--- config.mk ---
export PLATFORM = sky130hd
export DESIGN_NAME = vmeic_decode
export DESIGN_NICKNAME = d
export VERILOG_FILES = /design/src/core/vmeic_pkg.sv /design/src/core/vmeic_decode.sv
export SDC_FILE = /design/constraint.sdc
export NUM_CORES = 1
export LEC_CHECK = 0
export ABC_AREA = 1
export BUFFER_PORTS_ARGS = -buffer_cell sky130_fd_sc_hd__buf_2
export CORE_MARGIN = 2
export CORE_UTILIZATION = 45
export CTS_CLUSTER_DIAMETER = 150
export CTS_CLUSTER_SIZE = 28
export DETAILED_ROUTE_END_ITERATION = 12
export GPL_TIMING_DRIVEN = 0
export PLACE_DENSITY = 0.72
export SETUP_SLACK_MARGIN = 0.1
export SLEW_MARGIN = 20
export SYNTH_ARGS = -nofsm -noshare
export SYNTH_HDL_FRONTEND = slang
export SYNTH_SLANG_ARGS = --single-unit
--- constraint.sdc ---
create_clock -name pclk -period 4.3 [get_ports pclk]
set_input_delay 0.43 -clock pclk [delete_from_list [all_inputs] [get_ports pclk]]
set_output_delay 0.43 -clock pclk [all_outputs]
set_load 0.05 [all_outputs]
--- src/core/vmeic_pkg.sv ---
/*
 Constants of the carrier slave decode: bus modifiers, short I/O layout,
 APB register map, field positions and reset values.
 Assumes one clock and an APB master reaching the register words.
*/
package vmeic_pkg;
    localparam int          SLOTS        = 4;
    localparam int          IRQS         = 2 * SLOTS;
    // Address modifiers
    localparam logic [5:0]  AM_SHORT_USR = 6'h29;
    localparam logic [5:0]  AM_SHORT_SUP = 6'h2d;
    localparam logic [5:0]  AM_STD_USR   = 6'h39;
    localparam logic [5:0]  AM_STD_SUP   = 6'h3d;
    // Short block: A15..A10 select, A9..A8 choose the region
    localparam int          BLK_LSB      = 10;
    localparam logic [1:0]  REG_CARRIER  = 2'h0;
    localparam logic [1:0]  REG_ID       = 2'h1;
    localparam int          MEM_LSB      = 20;
    // APB register byte offsets
    localparam logic [7:0]  OFS_CTRL     = 8'h00;
    localparam logic [7:0]  OFS_MEM_EN   = 8'h04;
    localparam logic [7:0]  OFS_MEM_BASE = 8'h08;
    localparam logic [7:0]  OFS_MEM_SIZE = 8'h0c;
    localparam logic [7:0]  OFS_IRQ_EN   = 8'h10;
    localparam logic [7:0]  OFS_IRQ_PEND = 8'h14;
    localparam logic [7:0]  OFS_STATUS   = 8'h18;
    localparam logic [7:0]  OFS_INT_STAT = 8'h1c;
    localparam logic [7:0]  OFS_INT_MASK = 8'h20;
    // Field positions inside CTRL
    localparam int          CTRL_LVL_LSB = 0;
    localparam int          CTRL_VEC_LSB = 8;
    // Event bits of INT_STAT / INT_MASK
    localparam int          EV_REFUSED   = 0;
    localparam int          EV_IACK      = 1;
    localparam int          EV_RMW       = 2;
    localparam int          EVENTS       = 3;
    // Reset values
    localparam logic [2:0]  RST_LEVEL    = 3'h0;
    localparam logic [7:0]  RST_VECTOR   = 8'h00;
    localparam logic [3:0]  RST_MEM_EN   = 4'h0;
    localparam logic [7:0]  RST_IRQ_EN   = 8'h00;
    localparam int          CLK_PERIOD_NS = 25;
    typedef enum logic [1:0] {CYC_IDLE, CYC_OWN, CYC_SKIP} vmeic_cyc_type;
    typedef enum logic [2:0] {SP_CARRIER, SP_ID, SP_IO, SP_MEM, SP_IACK}
        vmeic_space_type;
endpackage

--- src/core/vmeic_decode.sv ---
/*
 Slave decode and access control of a bus carrier for four mezzanine
 slots: short I/O and standard space decode, width checks, interrupt
 pass-through with release on register access, and the APB register file.
 Assumes bus pins are asynchronous to pclk and held stable by the master
 from address strobe until data strobes release, as the bus requires.
*/
`timescale 1ns/100ps
module vmeic_decode
    import vmeic_pkg::*;
(
    input  wire logic              pclk,
    input  wire logic              presetn,
    input  wire logic [7:0]        paddr,
    input  wire logic              psel,
    input  wire logic              penable,
    input  wire logic              pwrite,
    input  wire logic [31:0]       pwdata,
    output logic                   pready,
    output logic [31:0]            prdata,
    output logic                   pslverr,
    output logic                   irq,
    input  wire logic              vme_as_n,
    input  wire logic [1:0]        vme_ds_n,
    input  wire logic              vme_write_n,
    input  wire logic              vme_lword_n,
    input  wire logic              vme_iack_n,
    input  wire logic [5:0]        vme_am,
    input  wire logic [23:1]       vme_addr,
    input  wire logic [5:0]        base_address_jumpers,
    input  wire logic [IRQS-1:0]   ip_irq_n,
    output logic                   vme_dtack_n,
    output logic [7:1]             vme_irq_n,
    output logic [15:0]            vme_data_out,
    output logic                   vme_data_oe,
    output logic                   acc_strobe,
    output logic                   acc_write,
    output logic [1:0]             acc_lane,
    output logic [23:1]            acc_addr,
    output logic                   carrier_sel,
    output logic [SLOTS-1:0]       ip_id_sel,
    output logic [SLOTS-1:0]       ip_io_sel,
    output logic [SLOTS-1:0]       ip_mem_sel
);
    localparam int SW = 49;

    // Two-flop synchronisers for every pin
    logic [SW-1:0]      pin_meta;
    logic [SW-1:0]      pin_sync;
    always_ff @(posedge pclk or negedge presetn) begin
        if (!presetn) begin
            pin_meta <= '1;
            pin_sync <= '1;
        end else begin
            pin_meta <= {vme_as_n, vme_ds_n, vme_write_n, vme_lword_n,
                         vme_iack_n, vme_am, vme_addr,
                         base_address_jumpers, ip_irq_n};
            pin_sync <= pin_meta;
        end
    end

    wire                as_n    = pin_sync[48];
    wire [1:0]          ds_n    = pin_sync[47:46];
    wire                wr_n    = pin_sync[45];
    wire                lword_n = pin_sync[44];
    wire                iack_n  = pin_sync[43];
    wire [5:0]          am      = pin_sync[42:37];
    wire [23:1]         addr    = pin_sync[36:14];
    wire [5:0]          jumpers = pin_sync[13:8];
    wire [IRQS-1:0]     irq_req = ~pin_sync[7:0];

    // Registers written by software, and the hardware-set int_stat and irq_hold
    logic [2:0]         level;
    logic [7:0]         vector;
    logic [SLOTS-1:0]   mem_en;
    logic [15:0]        mem_base;
    logic [7:0]         mem_size;
    logic [IRQS-1:0]    irq_en;
    logic [EVENTS-1:0]  int_stat;
    logic [EVENTS-1:0]  int_mask;
    logic               irq_hold;

    // Cycle tracking
    vmeic_cyc_type      cyc;
    vmeic_space_type    space;
    logic [1:0]         slot;
    logic               as_prev;
    logic               ds_prev_idle;
    logic               ds_seen;

    wire as_fall  = as_prev && !as_n;
    wire ds_idle  = &ds_n;
    wire ds_start = ds_prev_idle && !ds_idle;

    // Modifier and block decode
    wire short_am = (am == AM_SHORT_USR) || (am == AM_SHORT_SUP);
    wire std_am   = (am == AM_STD_USR) || (am == AM_STD_SUP);
    // Installed jumper reads one, so the base is the jumper word itself
    wire blk_hit  = short_am && (addr[15:BLK_LSB] == jumpers);
    wire [1:0] region = addr[9:8];
    wire iack_hit = !iack_n && irq_hold && (level != 3'h0)
                    && (addr[3:1] == level);

    // Standard space window per slot; base must be aligned to its size
    logic [SLOTS-1:0] mem_hit;
    genvar gi;
    generate
        for (gi = 0; gi < SLOTS; gi++) begin : g_mem
            wire [3:0] base_nib = mem_base[4*gi +: 4];
            wire [1:0] size_cod = mem_size[2*gi +: 2];
            wire [3:0] win_mask = 4'hf << size_cod;
            assign mem_hit[gi] = std_am && mem_en[gi] &&
                ((addr[23:MEM_LSB] & win_mask) == (base_nib & win_mask));
        end
    endgenerate

    // Lowest slot wins when programmed windows overlap
    wire [1:0] mem_slot = mem_hit[0] ? 2'd0 : mem_hit[1] ? 2'd1 :
                          mem_hit[2] ? 2'd2 : 2'd3;
    wire short_hit = iack_n && blk_hit;
    wire any_hit   = iack_hit || short_hit || (iack_n && |mem_hit);
    wire vmeic_space_type hit_space =
        iack_hit                   ? SP_IACK :
        !short_hit                 ? SP_MEM :
        region == REG_CARRIER      ? SP_CARRIER :
        region == REG_ID           ? SP_ID : SP_IO;
    wire [1:0] hit_slot = !short_hit ? mem_slot :
                          region[1] ? {region[0], addr[7]} : addr[7:6];

    // Width check: no 32-bit, even-only byte refused on D08(O) spaces
    wire odd_only = (space == SP_CARRIER) || (space == SP_ID)
                    || (space == SP_IACK);
    wire width_ok = lword_n && !(odd_only && ds_n == 2'b01);
    wire take     = (cyc == CYC_OWN) && ds_start && width_ok;

    // Cycle state: claim at address strobe, drop when it rises
    always_ff @(posedge pclk or negedge presetn) begin
        if (!presetn) begin
            cyc   <= CYC_IDLE;
            space <= SP_CARRIER;
            slot  <= 2'd0;
        end else if (as_n) begin
            cyc   <= CYC_IDLE;
        end else if (as_fall) begin
            cyc   <= any_hit ? CYC_OWN : CYC_SKIP;
            space <= hit_space;
            slot  <= hit_slot;
        end
    end

    // Strobe edge history; several strobes under one address is RMW
    always_ff @(posedge pclk or negedge presetn) begin
        if (!presetn) begin
            as_prev      <= 1'b1;
            ds_prev_idle <= 1'b1;
            ds_seen      <= 1'b0;
        end else begin
            as_prev      <= as_n;
            ds_prev_idle <= ds_idle;
            ds_seen      <= as_n ? 1'b0 : (ds_seen || take);
        end
    end

    // Acknowledge held until both data strobes release
    always_ff @(posedge pclk or negedge presetn) begin
        if (!presetn) begin
            vme_dtack_n  <= 1'b1;
            vme_data_oe  <= 1'b0;
            vme_data_out <= 16'h0000;
        end else if (take) begin
            vme_dtack_n  <= 1'b0;
            vme_data_oe  <= (space == SP_IACK);
            vme_data_out <= {8'h00, vector};
        end else if (ds_idle || cyc != CYC_OWN) begin
            vme_dtack_n  <= 1'b1;
            vme_data_oe  <= 1'b0;
        end
    end

    // Access qualifiers to the slot side
    always_ff @(posedge pclk or negedge presetn) begin
        if (!presetn) begin
            acc_strobe  <= 1'b0;
            acc_write   <= 1'b0;
            acc_lane    <= 2'b00;
            acc_addr    <= '0;
            carrier_sel <= 1'b0;
            ip_id_sel   <= '0;
            ip_io_sel   <= '0;
            ip_mem_sel  <= '0;
        end else begin
            acc_strobe  <= take && (space != SP_IACK);
            if (take) begin
                acc_write <= !wr_n;
                acc_lane  <= ~ds_n;
                acc_addr  <= addr;
            end
            carrier_sel <= take ? (space == SP_CARRIER) : carrier_sel
                           && !ds_idle;
            ip_id_sel   <= take && space == SP_ID ? 4'b0001 << slot :
                           ds_idle ? '0 : ip_id_sel;
            ip_io_sel   <= take && space == SP_IO ? 4'b0001 << slot :
                           ds_idle ? '0 : ip_io_sel;
            ip_mem_sel  <= take && space == SP_MEM ? 4'b0001 << slot :
                           ds_idle ? '0 : ip_mem_sel;
        end
    end

    // APB decode; answer comes one cycle into the access phase
    wire apb_go   = psel && penable && !pready;
    wire apb_wr   = apb_go && pwrite;
    wire w_ctrl   = apb_wr && paddr == OFS_CTRL;
    wire w_mem_en = apb_wr && paddr == OFS_MEM_EN;
    wire w_base   = apb_wr && paddr == OFS_MEM_BASE;
    wire w_size   = apb_wr && paddr == OFS_MEM_SIZE;
    wire w_irq_en = apb_wr && paddr == OFS_IRQ_EN;
    wire w_istat  = apb_wr && paddr == OFS_INT_STAT;
    wire w_imask  = apb_wr && paddr == OFS_INT_MASK;
    wire [IRQS-1:0] irq_pend = irq_req & irq_en;
    wire mapped   = paddr == OFS_CTRL || paddr == OFS_MEM_EN ||
                    paddr == OFS_MEM_BASE || paddr == OFS_MEM_SIZE ||
                    paddr == OFS_IRQ_EN || paddr == OFS_IRQ_PEND ||
                    paddr == OFS_STATUS || paddr == OFS_INT_STAT ||
                    paddr == OFS_INT_MASK;
    wire [31:0] rd_mux =
        paddr == OFS_CTRL     ? {16'h0000, vector, 5'h00, level} :
        paddr == OFS_MEM_EN   ? {28'h0000000, mem_en} :
        paddr == OFS_MEM_BASE ? {16'h0000, mem_base} :
        paddr == OFS_MEM_SIZE ? {24'h000000, mem_size} :
        paddr == OFS_IRQ_EN   ? {24'h000000, irq_en} :
        paddr == OFS_IRQ_PEND ? {24'h000000, irq_pend} :
        paddr == OFS_STATUS   ? {16'h0000, irq_hold, 1'b0, jumpers,
                                 8'h00} :
        paddr == OFS_INT_STAT ? {29'h0, int_stat} :
        paddr == OFS_INT_MASK ? {29'h0, int_mask} : 32'h00000000;

    always_ff @(posedge pclk or negedge presetn) begin
        if (!presetn) begin
            pready  <= 1'b0;
            prdata  <= 32'h00000000;
            pslverr <= 1'b0;
        end else begin
            pready  <= apb_go;
            prdata  <= apb_go && !pwrite ? rd_mux : 32'h00000000;
            pslverr <= apb_go && !mapped;
        end
    end

    // Software registers; reset leaves memory and requests disabled
    always_ff @(posedge pclk or negedge presetn) begin
        if (!presetn) begin
            level    <= RST_LEVEL;
            vector   <= RST_VECTOR;
            mem_en   <= RST_MEM_EN;
            mem_base <= 16'h0000;
            mem_size <= 8'h00;
            irq_en   <= RST_IRQ_EN;
            int_mask <= '0;
        end else begin
            if (w_ctrl) begin
                level  <= pwdata[CTRL_LVL_LSB +: 3];
                vector <= pwdata[CTRL_VEC_LSB +: 8];
            end
            if (w_mem_en)
                mem_en <= pwdata[SLOTS-1:0];
            if (w_base)
                mem_base <= pwdata[15:0];
            if (w_size)
                mem_size <= pwdata[7:0];
            if (w_irq_en)
                irq_en <= pwdata[IRQS-1:0];
            if (w_imask)
                int_mask <= pwdata[EVENTS-1:0];
        end
    end

    // Sticky events; a new event in the clearing cycle survives
    wire [EVENTS-1:0] ev_set;
    assign ev_set[EV_REFUSED] = (cyc == CYC_OWN) && ds_start && !width_ok;
    assign ev_set[EV_IACK]    = take && (space == SP_IACK);
    assign ev_set[EV_RMW]     = take && ds_seen;
    always_ff @(posedge pclk or negedge presetn) begin
        if (!presetn) begin
            int_stat <= '0;
            irq      <= 1'b0;
        end else begin
            int_stat <= (int_stat & ~({EVENTS{w_istat}}
                        & pwdata[EVENTS-1:0])) | ev_set;
            irq      <= |(int_stat & int_mask);
        end
    end

    // Release on register access: acknowledge alone does not drop it
    wire reg_touch = apb_go || (take && space == SP_CARRIER);
    always_ff @(posedge pclk or negedge presetn) begin
        if (!presetn) begin
            irq_hold <= 1'b0;
        end else if (|irq_pend) begin
            irq_hold <= 1'b1;
        end else if (reg_touch) begin
            irq_hold <= 1'b0;
        end
    end

    // One bus level driven, none while level reads zero
    always_ff @(posedge pclk or negedge presetn) begin
        if (!presetn) begin
            vme_irq_n <= 7'h7f;
        end else begin
            for (int l = 1; l < 8; l++)
                vme_irq_n[l] <= !(irq_hold && level == l[2:0]);
        end
    end
endmodule

==> results.toml, run 1 <==
[status]
status = "complete, no violations"

[clock_network]
clkLatencyLatePin_ps = 480
cts_tree = "yes"
h-tree-depth = 1
clk_path_buf_depth = 3
cts_buffers = 12
cts.sinks = 236
cts_resized = 0
clk_pin_slew_worst_paths_ps = 110
cts_root_buffer = "clkbuf_16"

[setup_path]
start_kind = "flip-flop"
cp_data_arrival_time_ps = 2310
path_delay_family = "simple AND/OR/NAND/NOR gates"
cp-end-kind = "flip-flop"
cp_num_buf_inv = 1
crit_slowest_cell = "dfstp_2"
path_max_fanout = 4
crit_type = "reg2reg"
cp_cell_sequence = "inv_1, nor3_1, nand3_1, nor2_1, o21ai_0, o21ai_0, o21ai_0"
critPathMostFrequentCell = "o21ai_0"
required_ps = 4660
crit_path_max_incr_delay_ps = 550

[synthesis]
synth_ff_type = "dfrtp_1"
yosys-top-cells-count = "nand2_1, dfrtp_1, o21ai_0"
syn_area_per_cell_sq_um = 10.3
async_reset_ff_frac = 1.00
yosysWarningCount = 0
synth_edf_count = 0
synth_top_area_frac = 0.357
synth.area.top_cells = "dfrtp_1, dfstp_2, nand2_1, o21ai_0, inv_1"
ys_types = 38
ys_seq_area_frac = 0.662
synth_top_area_cell = "dfrtp_1"
syn_inst = 881
ys_ff_latch = 236
yosysMostFrequentCell = "nand2_1"
syn-cell-area_sq_mm = 0.00911

[sta]
whs_ps = 31.4
tightest_slew_ps = 633
fin_crit_ps = 1950
timing.final.crit_share = 0.454
rsz0062_at_grt = "false"
maxSlewViolCount = 0
slew_headroom = 0.574
max_freq_mhz = 513
finalHoldViolCount = 0
final.setup.worst_slack_ps = 2350
finalSetupViolCount = 0
fin_worst_skew_ps = 19.3

[cells_and_area]
final_layout_size_suffix_gt1_frac = 0.314
layout.area.seq_sq_mm = 0.00604
nNetsFinal = 1167
fillers = 1824
final_cells = 1350
syn_to_final_growth_pct = 17.8
multi_input_comb_area_sq_mm = 0.00250

[floorplan]
die-area_sq_mm = 0.0214
rows = 52
die_height_um = 146
initial_core_util = 0.455
pin_count = 194
die_w_um = 146
fp.coreArea_sq_mm = 0.0200

[placed_design]
dp_cells = 1328
dp_hpwl_mm = 15.3
pre_cts_ws_ps = 2220
gp_congestion = 0.856
numPortBuffers = 152

[global_route]
grt_antenna_before_repair = 1
grt-ovfl-total = 0
busiest_layer = "met2"
grt_use_met1 = 0.276
grt_util_all_layers = 0.196
grt_pass1_vias = 6361
grt_max_degree = 98
grt_pass1_wl_mm = 33.2
use_met2 = 0.315
grt_use_met3 = 0.0350

[route]
vias = 6423
firstDrtPassIters = 5
drc = 0
viasPerCell = 4.76
routed_wl_mm = 20.8
wire_per_inst_um = 15.4
drtAntennaViolNets = 0
first_iter_violations = 408

[power_and_ir_drop]
peakVddDrop_mv = 0.315
power_density_mw_per_mm2 = 360
p_leak_nw = 5.26

[min_path]
holdCritPathClass = "in2reg"

[run]
drv_cap = 0
[metal layers]
layer | share of wire | vias to the layer above
met1 | 0.45 | 3046
li1 | - | 3159
met5 | 0 | -
met2 | 0.46 | 190
met4 | 0.024 | 0
met3 | 0.063 | 28
[layout by cell type, fill, tap and decap left out, drive strengths merged, types with 24 or more instances in the layout]
| master | instances |
|---|---|
| o21ai | 120 |
| nand3 | 38 |
| inv | 106 |
| dfstp | 106 |
| nand2 | 194 |
| conb | 24 |
| buf | 185 |
| dfrtp | 130 |
| a21oi | 27 |
| nor2 | 54 |
| clkbuf | 31 |
[per-stage QoR]
step                instance area (sq um)  power, W  utilization  TNS [ps]
global placement                    10300   0.00263        0.514   -139710
detailed placement                  10400   0.00264        0.517         0
CTS                                 10700   0.00391        0.536         0
floorplan                            9200   0.00252            -         0
global route                        10700   0.00403        0.536         0
finish                              10700   0.00387        0.536         0
[flip-flops by register name, summed over array words and instances, names as in the netlist, 7 cells and up]
register,cells
vme_data_out,8
pin_sync,48
prdata,16
irq_en,8
vector,8
pin_meta,48
mem_base,16
acc_addr,23
vme_irq_n,7
mem_size,8
[what timing repair did]
action | in CTS | in global routing
setup buffers | 0 | 0
hold buffers | 1 | 0
endpoints found under the hold margin | 42 | 0
[kinds of logic (layout without fill, tap and decap cells)]
logic type	Yosys count	after routing	synth area share
AOI/OAI and AO/OA	164	164	0.0949
and+or+nand+nor	316	316	0.147
buffers and inverters	148	323	0.0729
DFF	236	236	0.662
other	1	25	0.000411
muxes	12	12	0.0185
xor gates and xnor gates	4	4	0.00384
[report_power, final]
part,total (W),switching [W],leakage (nW),internal [W]
Combinational,0.000249,0.000174,2.19,0.0000750
Clock,0.00127,0.000690,0.175,0.000575
Sequential,0.00235,0.0000345,2.90,0.00232
Total,0.00387,0.000899,5.26,0.00297
[final cells by class]
type	count	share of cell area
timing repair buffer	155	0.0778
sequential	236	0.562
inverter	105	0.0367
multi-input combinational	520	0.233
tap	270	0.0315
buffer	43	0.0252
antenna	1	0.000233
clock buffer	19	0.0324
clock inverter	1	0.00151
[final timing paths]
check	startpoint	endpoint	slack, ps	depth (start not counted)
hold reg to reg	pin_meta[36]	pin_sync[36]	340	0
max in group asynchronous	presetn	vme_irq_n[4]	2670	4
setup / recovery	pin_sync[41]	slot[0]	2350	7
setup reg to reg	pin_sync[41]	slot[0]	2350	7
hold / removal	vme_addr[1]	pin_meta[14]	30	1
min in group asynchronous	presetn	irq_en[5]	470	2
[worst reg2reg max path: cells and delay by family, from the launching register on]
family | cells | cell delay, ps
simple gates | 3 | 850
flops | 1 | 550
compound gates | 3 | 390
buf+inv | 1 | 40
Note: power is estimated with default switching activity, not from simulation.
==> run 2, diff against run 1 <==
Settings changed: PLACE_DENSITY 0.72 to 0.74.
Clock period 4.3 ns to 1.68 ns, I/O delays scaled along.
==> results.toml, run 2 (synthesis results as in run 1) <==
[route]
vias = 6858
drc = 0
firstDrtPassIters = 5
viasPerCell = 4.80
routed_wl_mm = 22.7
wire_per_inst_um = 15.9
drtAntennaViolNets = 0
first_iter_violations = 434

[cells_and_area]
top_regs = "pin_meta (48), pin_sync (48), acc_addr (23)"
final_cell_mix = "nand2_1, buf_2, dfrtp_1"
final_cells = 1430
nNetsFinal = 1247
syn_to_final_growth_pct = 30.6
final_layout_size_suffix_gt1_frac = 0.368
mostFrequentLayoutCell = "nand2_1"

[status]
status = "finished with violations"
violations = "negative setup slack"

[power_and_ir_drop]
power_density_mw_per_mm2 = 848
p_total_w = 0.0101
peakVddDrop_mv = 0.708
p_leak_nw = 5.74

[floorplan]
initial_core_util = 0.455
die_w_um = 146
rows = 52
pin_count = 194
die_height_um = 146
die-area_sq_mm = 0.0214
fp.coreArea_sq_mm = 0.0200

[setup_path]
required_ps = 2040
start_kind = "flip-flop"
cp_num_buf_inv = 3
cp-end-kind = "flip-flop"
cp_cell_sequence = "nand2_4, inv_4, nor3_4, inv_2, nor2_4, nand2_4, buf_12, mux2_4"
cp_data_arrival_time_ps = 2050
critPathMostFrequentCell = "nand2_4"
crit_type = "reg2reg"
path_max_fanout = 10
crit_path_max_incr_delay_ps = 600
crit_slowest_cell = "dfstp_2"
path_delay_family = "flip-flops"

[sta]
fin_worst_skew_ps = 23.9
finalSetupViolCount = 6
final.setup.worst_slack_ps = -15.3
tightest_slew_ps = 637
timing.final.crit_share = 1.01
maxSlewViolCount = 0
rsz0062_at_grt = "true"
finalHoldViolCount = 0
fin_crit_ps = 1700
slew_headroom = 0.575
max_freq_mhz = 590

[global_route]
grt_util_all_layers = 0.211
grt_pass1_vias = 6690
grt-ovfl-total = 0
grt_pass1_wl_mm = 35.7
grt_antenna_before_repair = 1
grt_max_degree = 83

[clock_network]
clkLatencyLatePin_ps = 480
clk_pin_slew_worst_paths_ps = 110
cts_tree = "yes"
h-tree-depth = 1
cts_buffers = 12
cts.sinks = 236
clk_path_buf_depth = 3
cts_root_buffer = "clkbuf_16"

[min_path]
holdCritPathClass = "in2reg"

[placed_design]
dp_cells = 1328
gp_congestion = 0.876
dp_hpwl_mm = 15.3
numPortBuffers = 152

[run]
drv_cap = 0
[run 2: cell count changes in the layout (fill, tap and decap cells not counted), moves of 7 or more]
| cell | previous run | this run |
|---|---|---|
| nand3_1 | 38 | 29 |
| nand2_2 | 3 | 13 |
| clkbuf_1 | 17 | 8 |
| nor2_1 | 49 | 40 |
| nand3_2 | 0 | 7 |
| o21ai_1 | 2 | 29 |
| o21ai_0 | 118 | 80 |
| nand2_1 | 190 | 175 |
| buf_4 | 25 | 45 |
| buf_6 | 1 | 8 |
| o21ai_2 | 0 | 10 |
| dlygate4sd3_1 | 1 | 59 |
[run 2: repair_timing]
action                                  4_1_cts  5_1_grt
endpoints found under the setup margin       84       96
buffers inserted                             20        7
cloned                                        0        1
hold buffers                                 59        0
resized for setup                            56       96
pin swaps                                    15        9
hold endpoints to repair                     90        0
[run 2: worst register-to-register path: stages, from the launching register on]
cell and delay [ps]:
dfstp_2 600, nand2_4 80, inv_4 60, nor3_4 40
inv_2 70, nor2_4 50, nand2_4 160, buf_12 190
mux2_4 320
[run 2: metrics by stage]
step | TNS [ps] | cell area (sq um) | util | hold slack [ps] | setup slack (ps)
2_1_floorplan | 0 | 9210 | - | -128 | 106
3_3_place_gp | -663290 | 10300 | 0.514 | 273 | -3410
3_5_place_dp | -9350 | 10400 | 0.518 | 195 | -231
4_1_cts | 0 | 11600 | 0.580 | 1.78 | 11.2
5_1_grt | -680 | 11900 | 0.594 | 17.5 | -53.1
6_report | -35.5 | 11900 | 0.594 | 8.57 | -15.3
[run 2: worst paths after layout]
kind	start	endpoint	slack, ps	cells after the start
min in group asynchronous	presetn	mem_base[9]	240	2
min	pwdata[5]	mem_base[5]	9	3
max	pin_sync[46]	acc_addr[11]	-20	8
max in group asynchronous	presetn	vme_dtack_n	620	3
max reg2reg	pin_sync[46]	acc_addr[11]	-20	8
min reg2reg	pin_meta[34]	pin_sync[34]	340	0
[run 2: per-layer routing]
layer / up-vias / global-route usage / part of all wire
met5: - / 0 / 0
met4: 0 / 0.0728 / 0.032
met3: 42 / 0.0313 / 0.063
met2: 251 / 0.339 / 0.48
met1: 3240 / 0.296 / 0.43
li1: 3325 / - / -
[run 2: final cells by class]
| type | instances | area, sq um |
|---|---|---|
| Fill cell | 1681 | 8140 |
| Sequential cell | 236 | 6040 |
| Multi-Input combinational cell | 520 | 2780 |
| Timing Repair Buffer | 239 | 1650 |
| Inverter | 105 | 397 |
| Clock buffer | 19 | 348 |
| Tap cell | 270 | 338 |
| Buffer | 39 | 333 |
| Clock inverter | 1 | 16.3 |
| Antenna cell | 1 | 2.50 |
[run 2: power breakdown]
group | total (W) | internal, W | switching, W
clock | 0.00324 | 0.00147 | 0.00177
sequential | 0.00603 | 0.00593 | 0.000101
combinational | 0.000816 | 0.000313 | 0.000503
==> run 3, diff against run 2 <==
Settings changed: SKIP_CTS_REPAIR_TIMING set to 1.
==> results.toml, run 3 (synthesis results as in run 1) <==
[status]
status = "finished with violations"
violations = "negative setup slack"

[power_and_ir_drop]
peakVddDrop_mv = 0.699
p_leak_nw = 5.74
power_density_mw_per_mm2 = 844
p_total_w = 0.0101

[setup_path]
cp_data_arrival_time_ps = 2120
crit_type = "reg2reg"
reg2reg_slack_ps = -90
start_kind = "flip-flop"
path_max_fanout = 9
r2r_cells = 5
cp-end-kind = "flip-flop"
required_ps = 2040

[floorplan]
die_height_um = 146
rows = 52
pin_count = 194
initial_core_util = 0.455
die-area_sq_mm = 0.0214
die_w_um = 146
fp.coreArea_sq_mm = 0.0200

[clock_network]
clk_path_buf_depth = 3
h-tree-depth = 1
clk_pin_slew_worst_paths_ps = 110
cts_tree = "yes"
clkLatencyLatePin_ps = 480
cts.sinks = 236
cts_buffers = 12
cts_root_buffer = "clkbuf_16"

[route]
first_iter_violations = 452
routed_wl_mm = 22.6
firstDrtPassIters = 5
vias = 6823
drtAntennaViolNets = 0
drc = 0
wire_per_inst_um = 15.9
viasPerCell = 4.79

[sta]
finalSetupViolCount = 12
fin_worst_skew_ps = 22.8
slew_headroom = 0.573
whs_ps = 6.63
maxSlewViolCount = 0
timing.final.crit_share = 1.05
fin_crit_ps = 1770
final.setup.worst_slack_ps = -85.1
max_freq_mhz = 567
tightest_slew_ps = 640
finalHoldViolCount = 0
rsz0062_at_grt = "true"

[global_route]
grt_pass1_wl_mm = 33.8
grt_util_all_layers = 0.199
grt_max_degree = 83
grt_pass1_vias = 6204
grt-ovfl-total = 0
grt_antenna_before_repair = 0

[cells_and_area]
syn_to_final_growth_pct = 30.8
multi_input_comb_area_sq_mm = 0.00282
top_regs = "pin_meta (48), pin_sync (48), acc_addr (23)"
antennaDiodeCount = 0
layout.area.seq_sq_mm = 0.00604
final_cell_mix = "nand2_1, buf_2, dfrtp_1"
mostFrequentLayoutCell = "nand2_1"
final_layout_size_suffix_gt1_frac = 0.382
nNetsFinal = 1241
fillers = 1679

[run]
drv_cap = 0

[placed_design]
dp_hpwl_mm = 15.3
numPortBuffers = 152
gp_congestion = 0.876

[min_path]
hold_path_depth = 3
holdCritPathClass = "in2reg"
-- run 3: cell types whose count changed in the layout (fill, tap and decap cells not counted), sizes merged --
cell and change:
buf -6, clkbuf +1, diode -1, dlygate4sd3 -1
-- run 3: stage by stage --
stage / instance area [sq um] / worst slack [ps] / utilization / TNS [ps] / std cells
after global placement: 10300 / -3410 / 0.514 / -663290 / 1326
final: 11900 / -85.1 / 0.595 / -680 / 1423
after CTS: 10700 / -276 / 0.536 / -7790 / 1348
after floorplan: 9210 / 106 / - / 0 / 904
after detailed placement: 10400 / -231 / 0.518 / -9350 / 1328
after global routing: 11900 / -131 / 0.595 / -2260 / 1423
-- run 3: worst paths after layout --
kind,endpoint,start
worst max-delay path,acc_addr[18],space[2]
worst max register to register,acc_addr[18],space[2]
min in group asynchronous,mem_base[9],presetn
worst min register to register,pin_sync[34],pin_meta[34]
max in group asynchronous,ds_prev_idle,presetn
worst min-delay path,mem_base[5],pwdata[5]
-- run 3: critical path, cell delays in order (launching register included) --
cell and delay (ps):
dfrtp_1 470, a21oi_1 290, a31oi_4 180, nand2_4 200, clkbuf_16 200, mux2_4 290
-- run 3: metal layers --
layer | global-route usage | up-vias | part of all wire
met3 | 0.0291 | 44 | 0.059
li1 | - | 3314 | -
met1 | 0.292 | 3243 | 0.44
met5 | 0 | - | 0
met2 | 0.308 | 222 | 0.47
met4 | 0.0684 | 0 | 0.031
-- run 3: area by class of cell --
type | count | area share
sequential | 236 | 0.507
multi-input combinational | 520 | 0.236
buffer | 40 | 0.0274
tap | 270 | 0.0283
clock buffer | 19 | 0.0292
inverter | 105 | 0.0333
clock inverter | 1 | 0.00136
timing repair buffer | 232 | 0.138
-- run 3: power breakdown --
group | leakage (nW) | total (W) | switching (W) | internal (W)
logic | 2.67 | 0.000791 | 0.000493 | 0.000298
registers | 2.89 | 0.00603 | 0.000100 | 0.00593
clock network | 0.175 | 0.00323 | 0.00176 | 0.00147
